`src/common/quad_uart_pkg.sv`:
```
package quad_uart_pkg;

    // ****************************************
    // Sizes
    // ****************************************
    localparam int NUM_CHAN = 4;
    localparam int FIFO_DEPTH = 64;
    localparam int SYNC_STAGES = 2;

    // ****************************************
    // Register offsets inside one channel
    // ****************************************
    localparam logic [2:0] ADDR_DATA = 3'h0;
    localparam logic [2:0] ADDR_IER = 3'h1;
    localparam logic [2:0] ADDR_ISR = 3'h2;
    localparam logic [2:0] ADDR_LCR = 3'h3;
    localparam logic [2:0] ADDR_MCR = 3'h4;
    localparam logic [2:0] ADDR_LSR = 3'h5;
    localparam logic [2:0] ADDR_MSR = 3'h6;
    localparam logic [2:0] ADDR_SPR = 3'h7;

    // ****************************************
    // Field positions and values
    // ****************************************
    localparam int LCR_DLAB = 7;
    localparam logic [7:0] LCR_EFR_KEY = 8'hbf;
    localparam int FCR_FIFO_EN = 0;
    localparam int FCR_TX_CLR = 2;
    localparam int FCR_BLOCK = 3;
    localparam int FCR_TX_TRIG = 4;
    localparam int FCR_RX_TRIG = 6;
    localparam int IER_TX_EMPTY = 1;
    localparam int MCR_IRQ_GATE = 3;
    localparam int MCR_XON_ANY = 5;
    localparam int MCR_DIV4 = 7;
    localparam logic [7:0] REG_RST = 8'h00;
    localparam logic [7:0] MSR_VALUE = 8'h00;
    localparam logic [3:0] ISR_NONE = 4'h1;
    localparam logic [3:0] ISR_TX_EMPTY = 4'h2;

    // ****************************************
    // FIFO trigger levels
    // ****************************************
    typedef logic [6:0] fill_t;
    localparam fill_t TX_TRIG_0 = 7'h08;
    localparam fill_t TX_TRIG_1 = 7'h10;
    localparam fill_t TX_TRIG_2 = 7'h20;
    localparam fill_t TX_TRIG_3 = 7'h38;
    localparam fill_t RX_TRIG_0 = 7'h08;
    localparam fill_t RX_TRIG_1 = 7'h10;
    localparam fill_t RX_TRIG_2 = 7'h38;
    localparam fill_t RX_TRIG_3 = 7'h3c;

    // ****************************************
    // Timing
    // ****************************************
    localparam int CLK_PERIOD_NS = 10;
    localparam int RESET_MIN_NS = 40;
    localparam logic [3:0] RESET_MIN_CYC =
        4'((RESET_MIN_NS + CLK_PERIOD_NS - 1) / CLK_PERIOD_NS);

    // ****************************************
    // Types
    // ****************************************
    typedef struct packed {
        logic div4;
        logic xon_any;
        logic irq_gate;
        logic fifo_en;
        logic block_mode;
    } chan_cfg_s;

    typedef struct packed {
        logic bus_style;
        logic reset_pin;
        logic rd_n;
        logic wr_n;
        logic [3:0] sel_n;
        logic addr_hi;
        logic addr_lo;
        logic read_not_write;
        logic irq_mode;
        logic prescale;
        logic [2:0] reg_addr;
        logic [7:0] data;
    } host_pins_s;

    typedef enum logic [2:0] {
        BUS_IDLE = 3'b001,
        BUS_READ = 3'b010,
        BUS_WRITE = 3'b100
    } bus_state_e;

endpackage

```
`src/hdl/quad_uart_host_port_select.sv`:
```
`timescale 1ns/10ps
module quad_uart_host_port_select #(
    parameter int FIFO_DEPTH = quad_uart_pkg::FIFO_DEPTH
) (
    input wire logic clk,
    input wire logic reset_n,
    input wire logic bus_style,
    input wire logic reset_pin,
    input wire logic [7:0] data_in,
    output logic [7:0] data_out,
    output logic data_oe,
    input wire logic [2:0] reg_addr,
    input wire logic read_strobe_n,
    input wire logic write_strobe_n,
    input wire logic read_not_write,
    input wire logic sel_chan_a_n,
    input wire logic sel_chan_b_n,
    input wire logic sel_chan_c_n,
    input wire logic sel_chan_d_n,
    input wire logic chan_addr_lo,
    input wire logic chan_addr_hi,
    input wire logic irq_mode_select,
    input wire logic prescale_default_select,
    input wire logic [3:0] tx_pop,
    input wire quad_uart_pkg::fill_t [3:0] rx_fill,
    output logic [3:0] tx_irq,
    output logic [3:0] tx_irq_oe,
    output logic [3:0] tx_room_n,
    output logic [3:0] rx_avail_n,
    output logic [7:0] all_chan_fifo_flags,
    output quad_uart_pkg::chan_cfg_s [3:0] chan_cfg,
    output logic serial_hold
);

    // ****************************************
    // Reset release
    // ****************************************
    logic rst_meta_reg, rst_n_reg;

    always_ff @(posedge clk or negedge reset_n) begin
        if (!reset_n) begin
            rst_meta_reg <= 1'b0;
            rst_n_reg <= 1'b0;
        end else begin
            rst_meta_reg <= 1'b1;
            rst_n_reg <= rst_meta_reg;
        end
    end

    // ****************************************
    // Pin synchronisers
    // ****************************************
    // Data travels with the strobes so both arrive with equal delay
    quad_uart_pkg::host_pins_s pins_raw, pins_meta_reg, pins_reg;

    assign pins_raw.bus_style = bus_style;
    assign pins_raw.reset_pin = reset_pin;
    assign pins_raw.rd_n = read_strobe_n;
    assign pins_raw.wr_n = write_strobe_n;
    assign pins_raw.sel_n = {sel_chan_d_n, sel_chan_c_n,
        sel_chan_b_n, sel_chan_a_n};
    assign pins_raw.addr_hi = chan_addr_hi;
    assign pins_raw.addr_lo = chan_addr_lo;
    assign pins_raw.read_not_write = read_not_write;
    assign pins_raw.irq_mode = irq_mode_select;
    assign pins_raw.prescale = prescale_default_select;
    assign pins_raw.reg_addr = reg_addr;
    assign pins_raw.data = data_in;

    // Idle values keep strobes and selects inactive while reset settles
    localparam quad_uart_pkg::host_pins_s PINS_IDLE = '{
        bus_style: 1'b1,
        reset_pin: 1'b0,
        rd_n: 1'b1,
        wr_n: 1'b1,
        sel_n: 4'hf,
        addr_hi: 1'b0,
        addr_lo: 1'b0,
        read_not_write: 1'b1,
        irq_mode: 1'b0,
        prescale: 1'b1,
        reg_addr: 3'h0,
        data: 8'h00
    };

    always_ff @(posedge clk or negedge rst_n_reg) begin
        if (!rst_n_reg) begin
            pins_meta_reg <= PINS_IDLE;
            pins_reg <= PINS_IDLE;
        end else begin
            pins_meta_reg <= pins_raw;
            pins_reg <= pins_meta_reg;
        end
    end

    // ****************************************
    // Bus style and channel decode
    // ****************************************
    wire strobe_mode = pins_reg.bus_style;
    wire [3:0] sel_n = pins_reg.sel_n;
    wire [3:0] sel = ~sel_n;

    wire sel_single = sel_n == 4'he || sel_n == 4'hd ||
        sel_n == 4'hb || sel_n == 4'h7;
    wire sel_all = sel_n == 4'h0;
    // Other select patterns match no listed code and are treated as idle
    wire [3:0] strobe_mask = sel_single ? sel :
        (sel_all ? 4'hf : 4'h0);
    wire [1:0] strobe_idx = sel[1] ? 2'h1 : sel[2] ? 2'h2 :
        sel[3] ? 2'h3 : 2'h0;

    wire chip_sel = !sel_n[0];
    wire [1:0] line_idx = {pins_reg.addr_hi, pins_reg.addr_lo};
    wire [3:0] line_mask = chip_sel ? 4'h1 << line_idx : 4'h0;

    wire [3:0] chan_mask = strobe_mode ? strobe_mask : line_mask;
    wire [1:0] rd_idx = strobe_mode ? strobe_idx : line_idx;
    // A broadcast select must never be read back
    wire read_allowed = strobe_mode ? sel_single : chip_sel;

    wire rd_req = strobe_mode ? !pins_reg.rd_n :
        chip_sel && pins_reg.read_not_write;
    wire wr_req = strobe_mode ? !pins_reg.wr_n :
        chip_sel && !pins_reg.read_not_write;

    // ****************************************
    // Pin reset pulse filter
    // ****************************************
    logic [3:0] pin_rst_cnt_reg;
    logic [3:0] pin_rst_cnt_next;
    logic chan_init_reg;

    wire pin_rst_level = strobe_mode ? pins_reg.reset_pin :
        !pins_reg.reset_pin;
    // Pulses shorter than the minimum width are deliberately ignored
    wire pin_rst_done = pin_rst_cnt_reg == quad_uart_pkg::RESET_MIN_CYC;

    always_comb begin
        pin_rst_cnt_next = pin_rst_cnt_reg;
        if (!pin_rst_level) begin
            pin_rst_cnt_next = 4'h0;
        end else if (!pin_rst_done) begin
            pin_rst_cnt_next = pin_rst_cnt_reg + 4'h1;
        end
    end

    always_ff @(posedge clk or negedge rst_n_reg) begin
        if (!rst_n_reg) begin
            pin_rst_cnt_reg <= 4'h0;
        end else begin
            pin_rst_cnt_reg <= pin_rst_cnt_next;
        end
    end

    // ****************************************
    // Strap capture after release
    // ****************************************
    logic [1:0] settle_cnt_reg;
    localparam logic [1:0] SETTLE_DONE = 2'(quad_uart_pkg::SYNC_STAGES);
    wire settled = settle_cnt_reg > SETTLE_DONE;

    always_ff @(posedge clk or negedge rst_n_reg) begin
        if (!rst_n_reg) begin
            settle_cnt_reg <= 2'h0;
        end else if (!settled) begin
            settle_cnt_reg <= settle_cnt_reg + 2'h1;
        end
    end

    // Channels reinitialise while the pin reset is held or pins settle
    wire chan_init = pin_rst_done || !settled;
    wire strap_div4 = !pins_reg.prescale;

    always_ff @(posedge clk or negedge rst_n_reg) begin
        if (!rst_n_reg) begin
            chan_init_reg <= 1'b1;
        end else begin
            chan_init_reg <= chan_init;
        end
    end

    // ****************************************
    // Host access sequencer
    // ****************************************
    quad_uart_pkg::bus_state_e state_reg, state_next;
    logic [7:0] rd_data_reg;
    logic [7:0] chan_rd [4];

    wire start_wr = wr_req && chan_mask != 4'h0 && !chan_init;
    wire start_rd = rd_req && read_allowed && !wr_req && !chan_init;
    wire commit = state_reg == quad_uart_pkg::BUS_IDLE && start_wr;
    wire capture = state_reg == quad_uart_pkg::BUS_IDLE &&
        !start_wr && start_rd;
    wire [3:0] wr_pulse = commit ? chan_mask : 4'h0;

    always_comb begin
        state_next = state_reg;
        unique case (state_reg)
            quad_uart_pkg::BUS_IDLE: begin
                if (start_wr) begin
                    state_next = quad_uart_pkg::BUS_WRITE;
                end else if (start_rd) begin
                    state_next = quad_uart_pkg::BUS_READ;
                end
            end
            quad_uart_pkg::BUS_READ: begin
                if (!rd_req || chan_init) begin
                    state_next = quad_uart_pkg::BUS_IDLE;
                end
            end
            quad_uart_pkg::BUS_WRITE: begin
                if (!wr_req) begin
                    state_next = quad_uart_pkg::BUS_IDLE;
                end
            end
            default: state_next = quad_uart_pkg::BUS_IDLE;
        endcase
    end

    always_ff @(posedge clk or negedge rst_n_reg) begin
        if (!rst_n_reg) begin
            state_reg <= quad_uart_pkg::BUS_IDLE;
        end else begin
            state_reg <= state_next;
        end
    end

    always_ff @(posedge clk or negedge rst_n_reg) begin
        if (!rst_n_reg) begin
            rd_data_reg <= 8'h00;
        end else if (capture) begin
            rd_data_reg <= chan_rd[rd_idx];
        end
    end

    assign data_out = rd_data_reg;
    assign data_oe = state_reg == quad_uart_pkg::BUS_READ;

    // ****************************************
    // Channel register sets
    // ****************************************
    logic [3:0] irq_raw, room_n, avail_n;
    quad_uart_pkg::chan_cfg_s [3:0] cfg;

    for (genvar i = 0; i < quad_uart_pkg::NUM_CHAN; i++) begin : g_chan
        uart_chan_regs #(
            .FIFO_DEPTH(FIFO_DEPTH)
        ) u_regs (
            .clk(clk),
            .rst_n(rst_n_reg),
            .init(chan_init),
            .strap_div4(strap_div4),
            .wr_en(wr_pulse[i]),
            .addr(pins_reg.reg_addr),
            .wr_data(pins_reg.data),
            .tx_pop(tx_pop[i] && !chan_init),
            .rx_fill(chan_init ? 7'h00 : rx_fill[i]),
            .rd_data(chan_rd[i]),
            .tx_irq_raw(irq_raw[i]),
            .tx_room_n(room_n[i]),
            .rx_avail_n(avail_n[i]),
            .cfg(cfg[i])
        );
    end

    // ****************************************
    // Interrupt drive and status outputs
    // ****************************************
    // In strobe mode without the select strap, software must open the gate per channel
    logic [3:0] irq_drive;
    always_comb begin
        for (int i = 0; i < quad_uart_pkg::NUM_CHAN; i++) begin
            irq_drive[i] = !strobe_mode || pins_reg.irq_mode ||
                cfg[i].irq_gate;
        end
    end

    logic [3:0] tx_irq_reg, tx_irq_oe_reg, room_n_reg, avail_n_reg;
    quad_uart_pkg::chan_cfg_s [3:0] cfg_reg;

    always_ff @(posedge clk or negedge rst_n_reg) begin
        if (!rst_n_reg) begin
            tx_irq_reg <= 4'h0;
            tx_irq_oe_reg <= 4'h0;
            room_n_reg <= 4'hf;
            avail_n_reg <= 4'hf;
            cfg_reg <= '0;
        end else begin
            tx_irq_reg <= irq_raw & irq_drive;
            tx_irq_oe_reg <= irq_drive;
            room_n_reg <= room_n;
            avail_n_reg <= avail_n;
            cfg_reg <= cfg;
        end
    end

    assign tx_irq = tx_irq_reg;
    assign tx_irq_oe = tx_irq_oe_reg;
    assign tx_room_n = room_n_reg;
    assign rx_avail_n = avail_n_reg;
    assign all_chan_fifo_flags = {avail_n_reg, room_n_reg};
    assign chan_cfg = cfg_reg;
    assign serial_hold = chan_init_reg;

endmodule

```
`src/hdl/uart_chan_regs.sv`:
```
`timescale 1ns/10ps
module uart_chan_regs #(
    parameter int FIFO_DEPTH = quad_uart_pkg::FIFO_DEPTH
) (
    input wire logic clk,
    input wire logic rst_n,
    input wire logic init,
    input wire logic strap_div4,
    input wire logic wr_en,
    input wire logic [2:0] addr,
    input wire logic [7:0] wr_data,
    input wire logic tx_pop,
    input wire quad_uart_pkg::fill_t rx_fill,
    output logic [7:0] rd_data,
    output logic tx_irq_raw,
    output logic tx_room_n,
    output logic rx_avail_n,
    output quad_uart_pkg::chan_cfg_s cfg
);
    localparam quad_uart_pkg::fill_t DEPTH = 7'(FIFO_DEPTH);
    localparam quad_uart_pkg::fill_t ONE = 7'h01;

    logic [7:0] lcr_reg, ier_reg, fcr_reg, mcr_reg;
    logic [7:0] spr_reg, dll_reg, dlm_reg, efr_reg;
    quad_uart_pkg::fill_t tx_fill_reg, tx_fill_next;

    // ****************************************
    // Write decode
    // ****************************************
    wire dlab = lcr_reg[quad_uart_pkg::LCR_DLAB];
    wire efr_sel = lcr_reg == quad_uart_pkg::LCR_EFR_KEY;
    wire at_data = wr_en && addr == quad_uart_pkg::ADDR_DATA;
    wire at_ier = wr_en && addr == quad_uart_pkg::ADDR_IER;
    wire at_isr = wr_en && addr == quad_uart_pkg::ADDR_ISR;
    wire wr_thr = at_data && !dlab;
    wire wr_dll = at_data && dlab;
    wire wr_ier = at_ier && !dlab;
    wire wr_dlm = at_ier && dlab;
    wire wr_fcr = at_isr && !efr_sel;
    wire wr_efr = at_isr && efr_sel;
    wire wr_lcr = wr_en && addr == quad_uart_pkg::ADDR_LCR;
    wire wr_mcr = wr_en && addr == quad_uart_pkg::ADDR_MCR;
    wire wr_spr = wr_en && addr == quad_uart_pkg::ADDR_SPR;

    wire fifo_en = fcr_reg[quad_uart_pkg::FCR_FIFO_EN];
    wire block = fcr_reg[quad_uart_pkg::FCR_BLOCK];

    // ****************************************
    // Transmit fill tracking
    // ****************************************
    // Toggling the FIFO enable also flushes, so a stale count never leaks
    wire tx_clear = wr_fcr && (wr_data[quad_uart_pkg::FCR_TX_CLR] ||
        wr_data[quad_uart_pkg::FCR_FIFO_EN] != fifo_en);
    wire [6:0] tx_cap = fifo_en ? DEPTH : ONE;
    wire tx_push = wr_thr && tx_fill_reg < tx_cap;
    wire tx_drop = tx_pop && tx_fill_reg != 7'h00;

    always_comb begin
        tx_fill_next = tx_fill_reg;
        if (tx_clear) begin
            tx_fill_next = 7'h00;
        end else if (tx_push && !tx_drop) begin
            tx_fill_next = tx_fill_reg + ONE;
        end else if (tx_drop && !tx_push) begin
            tx_fill_next = tx_fill_reg - ONE;
        end
    end

    wire [1:0] tx_sel = fcr_reg[quad_uart_pkg::FCR_TX_TRIG +: 2];
    wire [1:0] rx_sel = fcr_reg[quad_uart_pkg::FCR_RX_TRIG +: 2];
    wire [6:0] tx_trig = tx_sel == 2'h0 ? quad_uart_pkg::TX_TRIG_0 :
        tx_sel == 2'h1 ? quad_uart_pkg::TX_TRIG_1 :
        tx_sel == 2'h2 ? quad_uart_pkg::TX_TRIG_2 : quad_uart_pkg::TX_TRIG_3;
    wire [6:0] rx_trig = rx_sel == 2'h0 ? quad_uart_pkg::RX_TRIG_0 :
        rx_sel == 2'h1 ? quad_uart_pkg::RX_TRIG_1 :
        rx_sel == 2'h2 ? quad_uart_pkg::RX_TRIG_2 : quad_uart_pkg::RX_TRIG_3;
    wire tx_empty = tx_fill_reg == 7'h00;

    assign tx_irq_raw = fifo_en ? tx_fill_reg <= tx_trig : tx_empty;
    assign tx_room_n = (fifo_en && block) ? tx_fill_reg == DEPTH : !tx_empty;
    assign rx_avail_n = (fifo_en && block) ? rx_fill < rx_trig :
        rx_fill == 7'h00;

    // ****************************************
    // Register state
    // ****************************************
    always_ff @(posedge clk or negedge rst_n) begin
        if (!rst_n) begin
            lcr_reg <= quad_uart_pkg::REG_RST;
            ier_reg <= quad_uart_pkg::REG_RST;
            fcr_reg <= quad_uart_pkg::REG_RST;
            mcr_reg <= quad_uart_pkg::REG_RST;
            spr_reg <= quad_uart_pkg::REG_RST;
            dll_reg <= quad_uart_pkg::REG_RST;
            dlm_reg <= quad_uart_pkg::REG_RST;
            efr_reg <= quad_uart_pkg::REG_RST;
            tx_fill_reg <= 7'h00;
        end else if (init) begin
            lcr_reg <= quad_uart_pkg::REG_RST;
            ier_reg <= quad_uart_pkg::REG_RST;
            fcr_reg <= quad_uart_pkg::REG_RST;
            mcr_reg <= quad_uart_pkg::REG_RST;
            mcr_reg[quad_uart_pkg::MCR_DIV4] <= strap_div4;
            spr_reg <= quad_uart_pkg::REG_RST;
            dll_reg <= quad_uart_pkg::REG_RST;
            dlm_reg <= quad_uart_pkg::REG_RST;
            efr_reg <= quad_uart_pkg::REG_RST;
            tx_fill_reg <= 7'h00;
        end else begin
            if (wr_lcr) lcr_reg <= wr_data;
            if (wr_ier) ier_reg <= wr_data;
            if (wr_fcr) fcr_reg <= wr_data & 8'hf9;
            if (wr_mcr) mcr_reg <= wr_data;
            if (wr_spr) spr_reg <= wr_data;
            if (wr_dll) dll_reg <= wr_data;
            if (wr_dlm) dlm_reg <= wr_data;
            if (wr_efr) efr_reg <= wr_data;
            tx_fill_reg <= tx_fill_next;
        end
    end

    // ****************************************
    // Read selection
    // ****************************************
    wire tx_pend = tx_irq_raw && ier_reg[quad_uart_pkg::IER_TX_EMPTY];
    wire [7:0] isr_val = {{2{fifo_en}}, 2'b00,
        tx_pend ? quad_uart_pkg::ISR_TX_EMPTY : quad_uart_pkg::ISR_NONE};
    wire [7:0] lsr_val = {1'b0, tx_empty, !tx_room_n, 4'h0,
        rx_fill != 7'h00};

    always_comb begin
        unique case (addr)
            quad_uart_pkg::ADDR_DATA: rd_data = dlab ? dll_reg : 8'h00;
            quad_uart_pkg::ADDR_IER: rd_data = dlab ? dlm_reg : ier_reg;
            quad_uart_pkg::ADDR_ISR: rd_data = efr_sel ? efr_reg : isr_val;
            quad_uart_pkg::ADDR_LCR: rd_data = lcr_reg;
            quad_uart_pkg::ADDR_MCR: rd_data = mcr_reg;
            quad_uart_pkg::ADDR_LSR: rd_data = lsr_val;
            quad_uart_pkg::ADDR_MSR: rd_data = quad_uart_pkg::MSR_VALUE;
            quad_uart_pkg::ADDR_SPR: rd_data = spr_reg;
        endcase
    end

    assign cfg.div4 = mcr_reg[quad_uart_pkg::MCR_DIV4];
    assign cfg.xon_any = mcr_reg[quad_uart_pkg::MCR_XON_ANY];
    assign cfg.irq_gate = mcr_reg[quad_uart_pkg::MCR_IRQ_GATE];
    assign cfg.fifo_en = fifo_en;
    assign cfg.block_mode = block;

endmodule

```
`config.mk`:
```
export PLATFORM = sky130hd
export DESIGN_NAME = quad_uart_host_port_select
export DESIGN_NICKNAME = d
export VERILOG_FILES = /design/src/common/quad_uart_pkg.sv /design/src/hdl/quad_uart_host_port_select.sv /design/src/hdl/uart_chan_regs.sv
export SDC_FILE = /design/constraint.sdc
export NUM_CORES = 1
export LEC_CHECK = 0
export BUFFER_PORTS_ARGS = -buffer_cell sky130_fd_sc_hd__buf_2
export CAP_MARGIN = 40
export CORE_MARGIN = 2
export CORE_UTILIZATION = 48
export DETAILED_ROUTE_END_ITERATION = 16
export PLACE_DENSITY = 0.65
export SYNTH_ARGS = -nofsm -noshare
export SYNTH_HDL_FRONTEND = slang
export SYNTH_HIERARCHICAL = 1
export SYNTH_SLANG_ARGS = --single-unit
```
`constraint.sdc`:
```
create_clock -name clk -period 18.1 [get_ports clk]
set_input_delay 1.81 -clock clk [delete_from_list [all_inputs] [get_ports clk]]
set_output_delay 1.81 -clock clk [all_outputs]
set_load 0.02 [all_outputs]
```
==> results.md <==
- Before antenna repair, the detailed router went through 5 iterations.
- The Yosys step of the flow raised 6 warnings.
- The number of instances on the worst hold path is 0.
- The wire length per cell is 20.0 um.
- The final number of hold-violating endpoints is 0.
- Leaving out fill and tap cells, the most frequent cells in the layout are sky130_fd_sc_hd__dfrtp_1 (345), sky130_fd_sc_hd__nand2_1 (272), sky130_fd_sc_hd__nor2_1 (231).
- The number of antenna violations at the first check in global routing came to 0.
- The placer's final routability congestion estimate is 0.866.
- The average instance area after synthesis is 9.60 sq um.
- When the netlist entered floorplanning its net count stood at 2209.
- The worst slack after detailed placement is 13210 ps.
- The count of inserted antenna diode cells is 0.
- Of all cell types, the one taking the most synthesized area is sky130_fd_sc_hd__dfrtp_1.
- The slew at the pin closest to its max-slew limit is 939 ps.
- The number of global-route vias before repair is 15.4k.
- The net total in the final layout is 2235.
- For this configuration, the core starts out at a cell density of 48.8%.
- The reported max-cap violation count is 0.
- In this run the most critical hold path is launched from pins_meta_reg[15].
- The number of nets with antenna violations after routing is 0.
- The highest ir drop seen on vdd is 0.0000516 V.
- The biggest fanout along the worst timing path is 20.
- Setup repair after global routing left no endpoint under its margin.
- After detailed routing, the total wire length is 53.5 mm.
- For flop-to-flop paths, the worst setup slack is 13460 ps.
- The prevailing post-synth register cell is sky130_fd_sc_hd__dfrtp_1.
- The endpoint identified for the worst register-to-register timing path is g_chan[0].u_regs/tx_fill_reg[5].
- The TritonCTS clock tree is done.
- After clock tree synthesis, the clock-pin slew on the worst setup and hold paths is 60 ps.
- After the first detailed-routing iteration, the DRC count stood at 1412.
- Counting along the longest clock path gives a buffer depth of 3.
- The final global-route overflow total is 0.
- The setup TNS is 0 ps.
- The share of synthesized area in the top cell type comes to 44.1%.
- The layout overhead on the synthesized area is 11.8%.
- Sorting the synthesized cells by area gives the leading types as sky130_fd_sc_hd__dfrtp_1 (44%), sky130_fd_sc_hd__mux2i_1 (8.6%), sky130_fd_sc_hd__nand2_1 (5.1%), sky130_fd_sc_hd__a21oi_1 (4.9%), sky130_fd_sc_hd__nor2_1 (4.3%).
- The cell area after synthesis is 0.0200 sq mm.
- The post-CTS resize count is 0.
- The worst setup path is launched from a flop.
- The clock buffer count from CTS is 44.
- The remaining routing DRC violations is 0.
- The sink of the worst hold path is line_idx[1].
- The launching point of the worst reg2reg path is strobe_mode.
- The type of element capturing the critical path is a flop.
- The clock latency of the later-clocked register in the worst-skew pair is 570 ps.
- The portion of the post-synthesis area used by sequential elements is 47.8%.
- The final hold slack is 345 ps.
- The H-tree was split into 2 levels.
- The synthesized instance count is 2080.
- Setup slack closes at 13460 ps.
- The quantity of hold-fixing buffers added after cts is 0.
- The clock sink total is 380.
- Counting flops with a built-in enable in the synthesized netlist gives 0.
- In this run the core area contains 74 standard-cell rows.
- In this run the tightest slew margin relative to its limit is 37.4%.
- In this run the clock root is driven by a sky130_fd_sc_hd__clkbuf_16.
- In the finished design, the share of the clock period the worst path needs comes to 25.6%.
- The fraction of final layout cells with drive strength greater than 1 is 14.3%.
- The worst reg-to-reg path cell count is 16.
- After layout, the design draws a total of 0.00267 W.
- The die covers 0.0432 sq mm.
- The largest net degree at the start of global routing is 170.
- The class of the worst hold path is reg2reg.
- The run finished with clean final reports.
- The wire-length estimate of the detail-placed layout is 34.6 mm.
- The number of different library cells in the post-synthesis netlist is 80.
- Synthesis inferred 380 register bits.
- The die is 208 um wide.
- The fraction of registers with async set or reset after synthesis is 100%.
- Measured along the y axis, the die boundary spans 208 um.
- The leakage power is 10.4 nW.
- The first global-routing pass estimated 85.5 mm of wire.
- Based on the critical path, the design can be clocked at up to 216 MHz.
- The critical path start-end classification is reg2reg.
- Detailed routing inserted a total of 15.7k vias.
- During I/O placement, the number of pins put on the boundary was 112.
- The final core area utilization is 54.6%.
- The largest clock skew in the final design is 14.5 ps.
- The required time of the worst setup path is 18580 ps.
- The global-route total usage across every layer is 24.6%.
- The power density over cell area is 120 mW/mm^2.
- The routed design could run at a clock period as short as 4640 ps.
- Leaving out fill and tap cells, the most frequent cell in the layout is sky130_fd_sc_hd__dfrtp_1.
- The floorplan step defined a core boundary enclosing 0.0409 sq mm.
- The via-per-instance ratio is 5.87.
- The number of buffers inserted by port buffering is 111.
- The setup-violating endpoint count in the final report is 0.
- The arrival time of data at the critical path endpoint is 5120 ps.
- The setup fix buffers added after clock tree synthesis is 0.
- The max-slew violation count was 0.
==> cell families after synthesis <==
logic type	share of synthesized area, %
AND/OR/NAND/NOR	18.9
AO/OA/AOI/OAI	11.9
flip-flops	47.8
buffers and inverters	4.81
multiplexers	11.0
adder cells (fa/ha/maj)	4.60
XOR/XNOR	0.921
other	0.0188
==> synthesized netlist by cell type (6+ instances only) <==
cell	n
sky130_fd_sc_hd__clkbuf_1	109
sky130_fd_sc_hd__a221oi_1	7
sky130_fd_sc_hd__inv_1	53
sky130_fd_sc_hd__o21ai_0	59
sky130_fd_sc_hd__dfstp_2	28
sky130_fd_sc_hd__mux2_2	14
sky130_fd_sc_hd__nor3b_1	9
sky130_fd_sc_hd__nor2b_1	34
sky130_fd_sc_hd__nor2_1	231
sky130_fd_sc_hd__a222oi_1	6
sky130_fd_sc_hd__and3_1	39
sky130_fd_sc_hd__a31oi_1	11
sky130_fd_sc_hd__nand2_1	273
sky130_fd_sc_hd__nor3_1	26
sky130_fd_sc_hd__a311oi_1	6
sky130_fd_sc_hd__mux4_2	8
sky130_fd_sc_hd__mux2_1	8
sky130_fd_sc_hd__nand3b_1	13
sky130_fd_sc_hd__nor4_1	9
sky130_fd_sc_hd__mux2i_1	171
sky130_fd_sc_hd__or2_2	6
sky130_fd_sc_hd__and2_1	8
sky130_fd_sc_hd__nand3_1	73
sky130_fd_sc_hd__a22oi_1	25
sky130_fd_sc_hd__ha_1	67
sky130_fd_sc_hd__buf_2	11
sky130_fd_sc_hd__buf_4	34
sky130_fd_sc_hd__nand2b_1	25
sky130_fd_sc_hd__a21oi_1	194
sky130_fd_sc_hd__xnor2_1	8
sky130_fd_sc_hd__xor2_1	13
sky130_fd_sc_hd__nand4_1	10
sky130_fd_sc_hd__dfrtp_1	352
sky130_fd_sc_hd__o22ai_1	11
sky130_fd_sc_hd__a211oi_1	8
sky130_fd_sc_hd__o221ai_1	9
sky130_fd_sc_hd__or4_1	9
==> final cells by class <==
cell class	instances	area, sq um
Clock inverter	23	302
Fill cell	3661	18600
Sequential cell	380	9560
Inverter	53	199
Timing Repair Buffer	141	866
Clock buffer	57	1270
Multi-Input combinational cell	1486	9470
Tap cell	532	666
==> power breakdown <==
| group | leakage (nW) | total (W) | internal [W] | switching (W) |
|---|---|---|---|---|
| logic | 4.56 | 0.000653 | 0.000252 | 0.000401 |
| registers | 5.03 | 0.00106 | 0.000954 | 0.000108 |
| clock network | 0.779 | 0.000957 | 0.000594 | 0.000363 |
==> through the flow <==
stage / std cells / area (sq um)
6_report: 2672 / 22300
3_5_place_dp: 2591 / 20800
2_1_floorplan: 2080 / 20000
3_3_place_gp: 2584 / 20600
5_1_grt: 2672 / 22300
4_1_cts: 2671 / 22300
==> metal layers <==
metal	up-vias	routed length, um	global-route usage (%)	share of wire, %
met4	0	1300	7.41	2.4
met2	461	25800	40.1	48
li1	7307	-	-	-
met3	86	2940	3.67	5.5
met1	7829	23400	34.1	44
met5	-	0	0	0
==> how the worst max path moves through the flow <==
stage	startpoint	to	slack [ps]	depth (start not counted)
floorplan	rst_n_reg	chan_cfg[0]	6770	0
global placement	strobe_mode	g_chan[1].u_regs/tx_fill_reg[6]	13330	15
detailed placement	strobe_mode	g_chan[1].u_regs/tx_fill_reg[6]	13210	15
CTS	strobe_mode	g_chan[1].u_regs/tx_fill_reg[5]	13200	15
global route	strobe_mode	g_chan[0].u_regs/tx_fill_reg[5]	12980	16
finish	strobe_mode	g_chan[0].u_regs/tx_fill_reg[5]	13460	16
==> worst max-delay path, stage by stage (launching register included) <==
cell and delay, ps:
sky130_fd_sc_hd__dfstp_2 750, sky130_fd_sc_hd__nand2_1 210, sky130_fd_sc_hd__o221ai_1 240, sky130_fd_sc_hd__nand4_1 240, sky130_fd_sc_hd__nor3_1 230, sky130_fd_sc_hd__buf_4 240
sky130_fd_sc_hd__nand2b_1 100, sky130_fd_sc_hd__nor2_1 480, sky130_fd_sc_hd__and3_1 260, sky130_fd_sc_hd__ha_1 290, sky130_fd_sc_hd__inv_1 180, sky130_fd_sc_hd__ha_1 350
sky130_fd_sc_hd__o21ai_0 300, sky130_fd_sc_hd__a31oi_1 120, sky130_fd_sc_hd__nor4b_1 340, sky130_fd_sc_hd__a21oi_1 70, sky130_fd_sc_hd__a21oi_1 140
(Power assumes the default switching activity.)
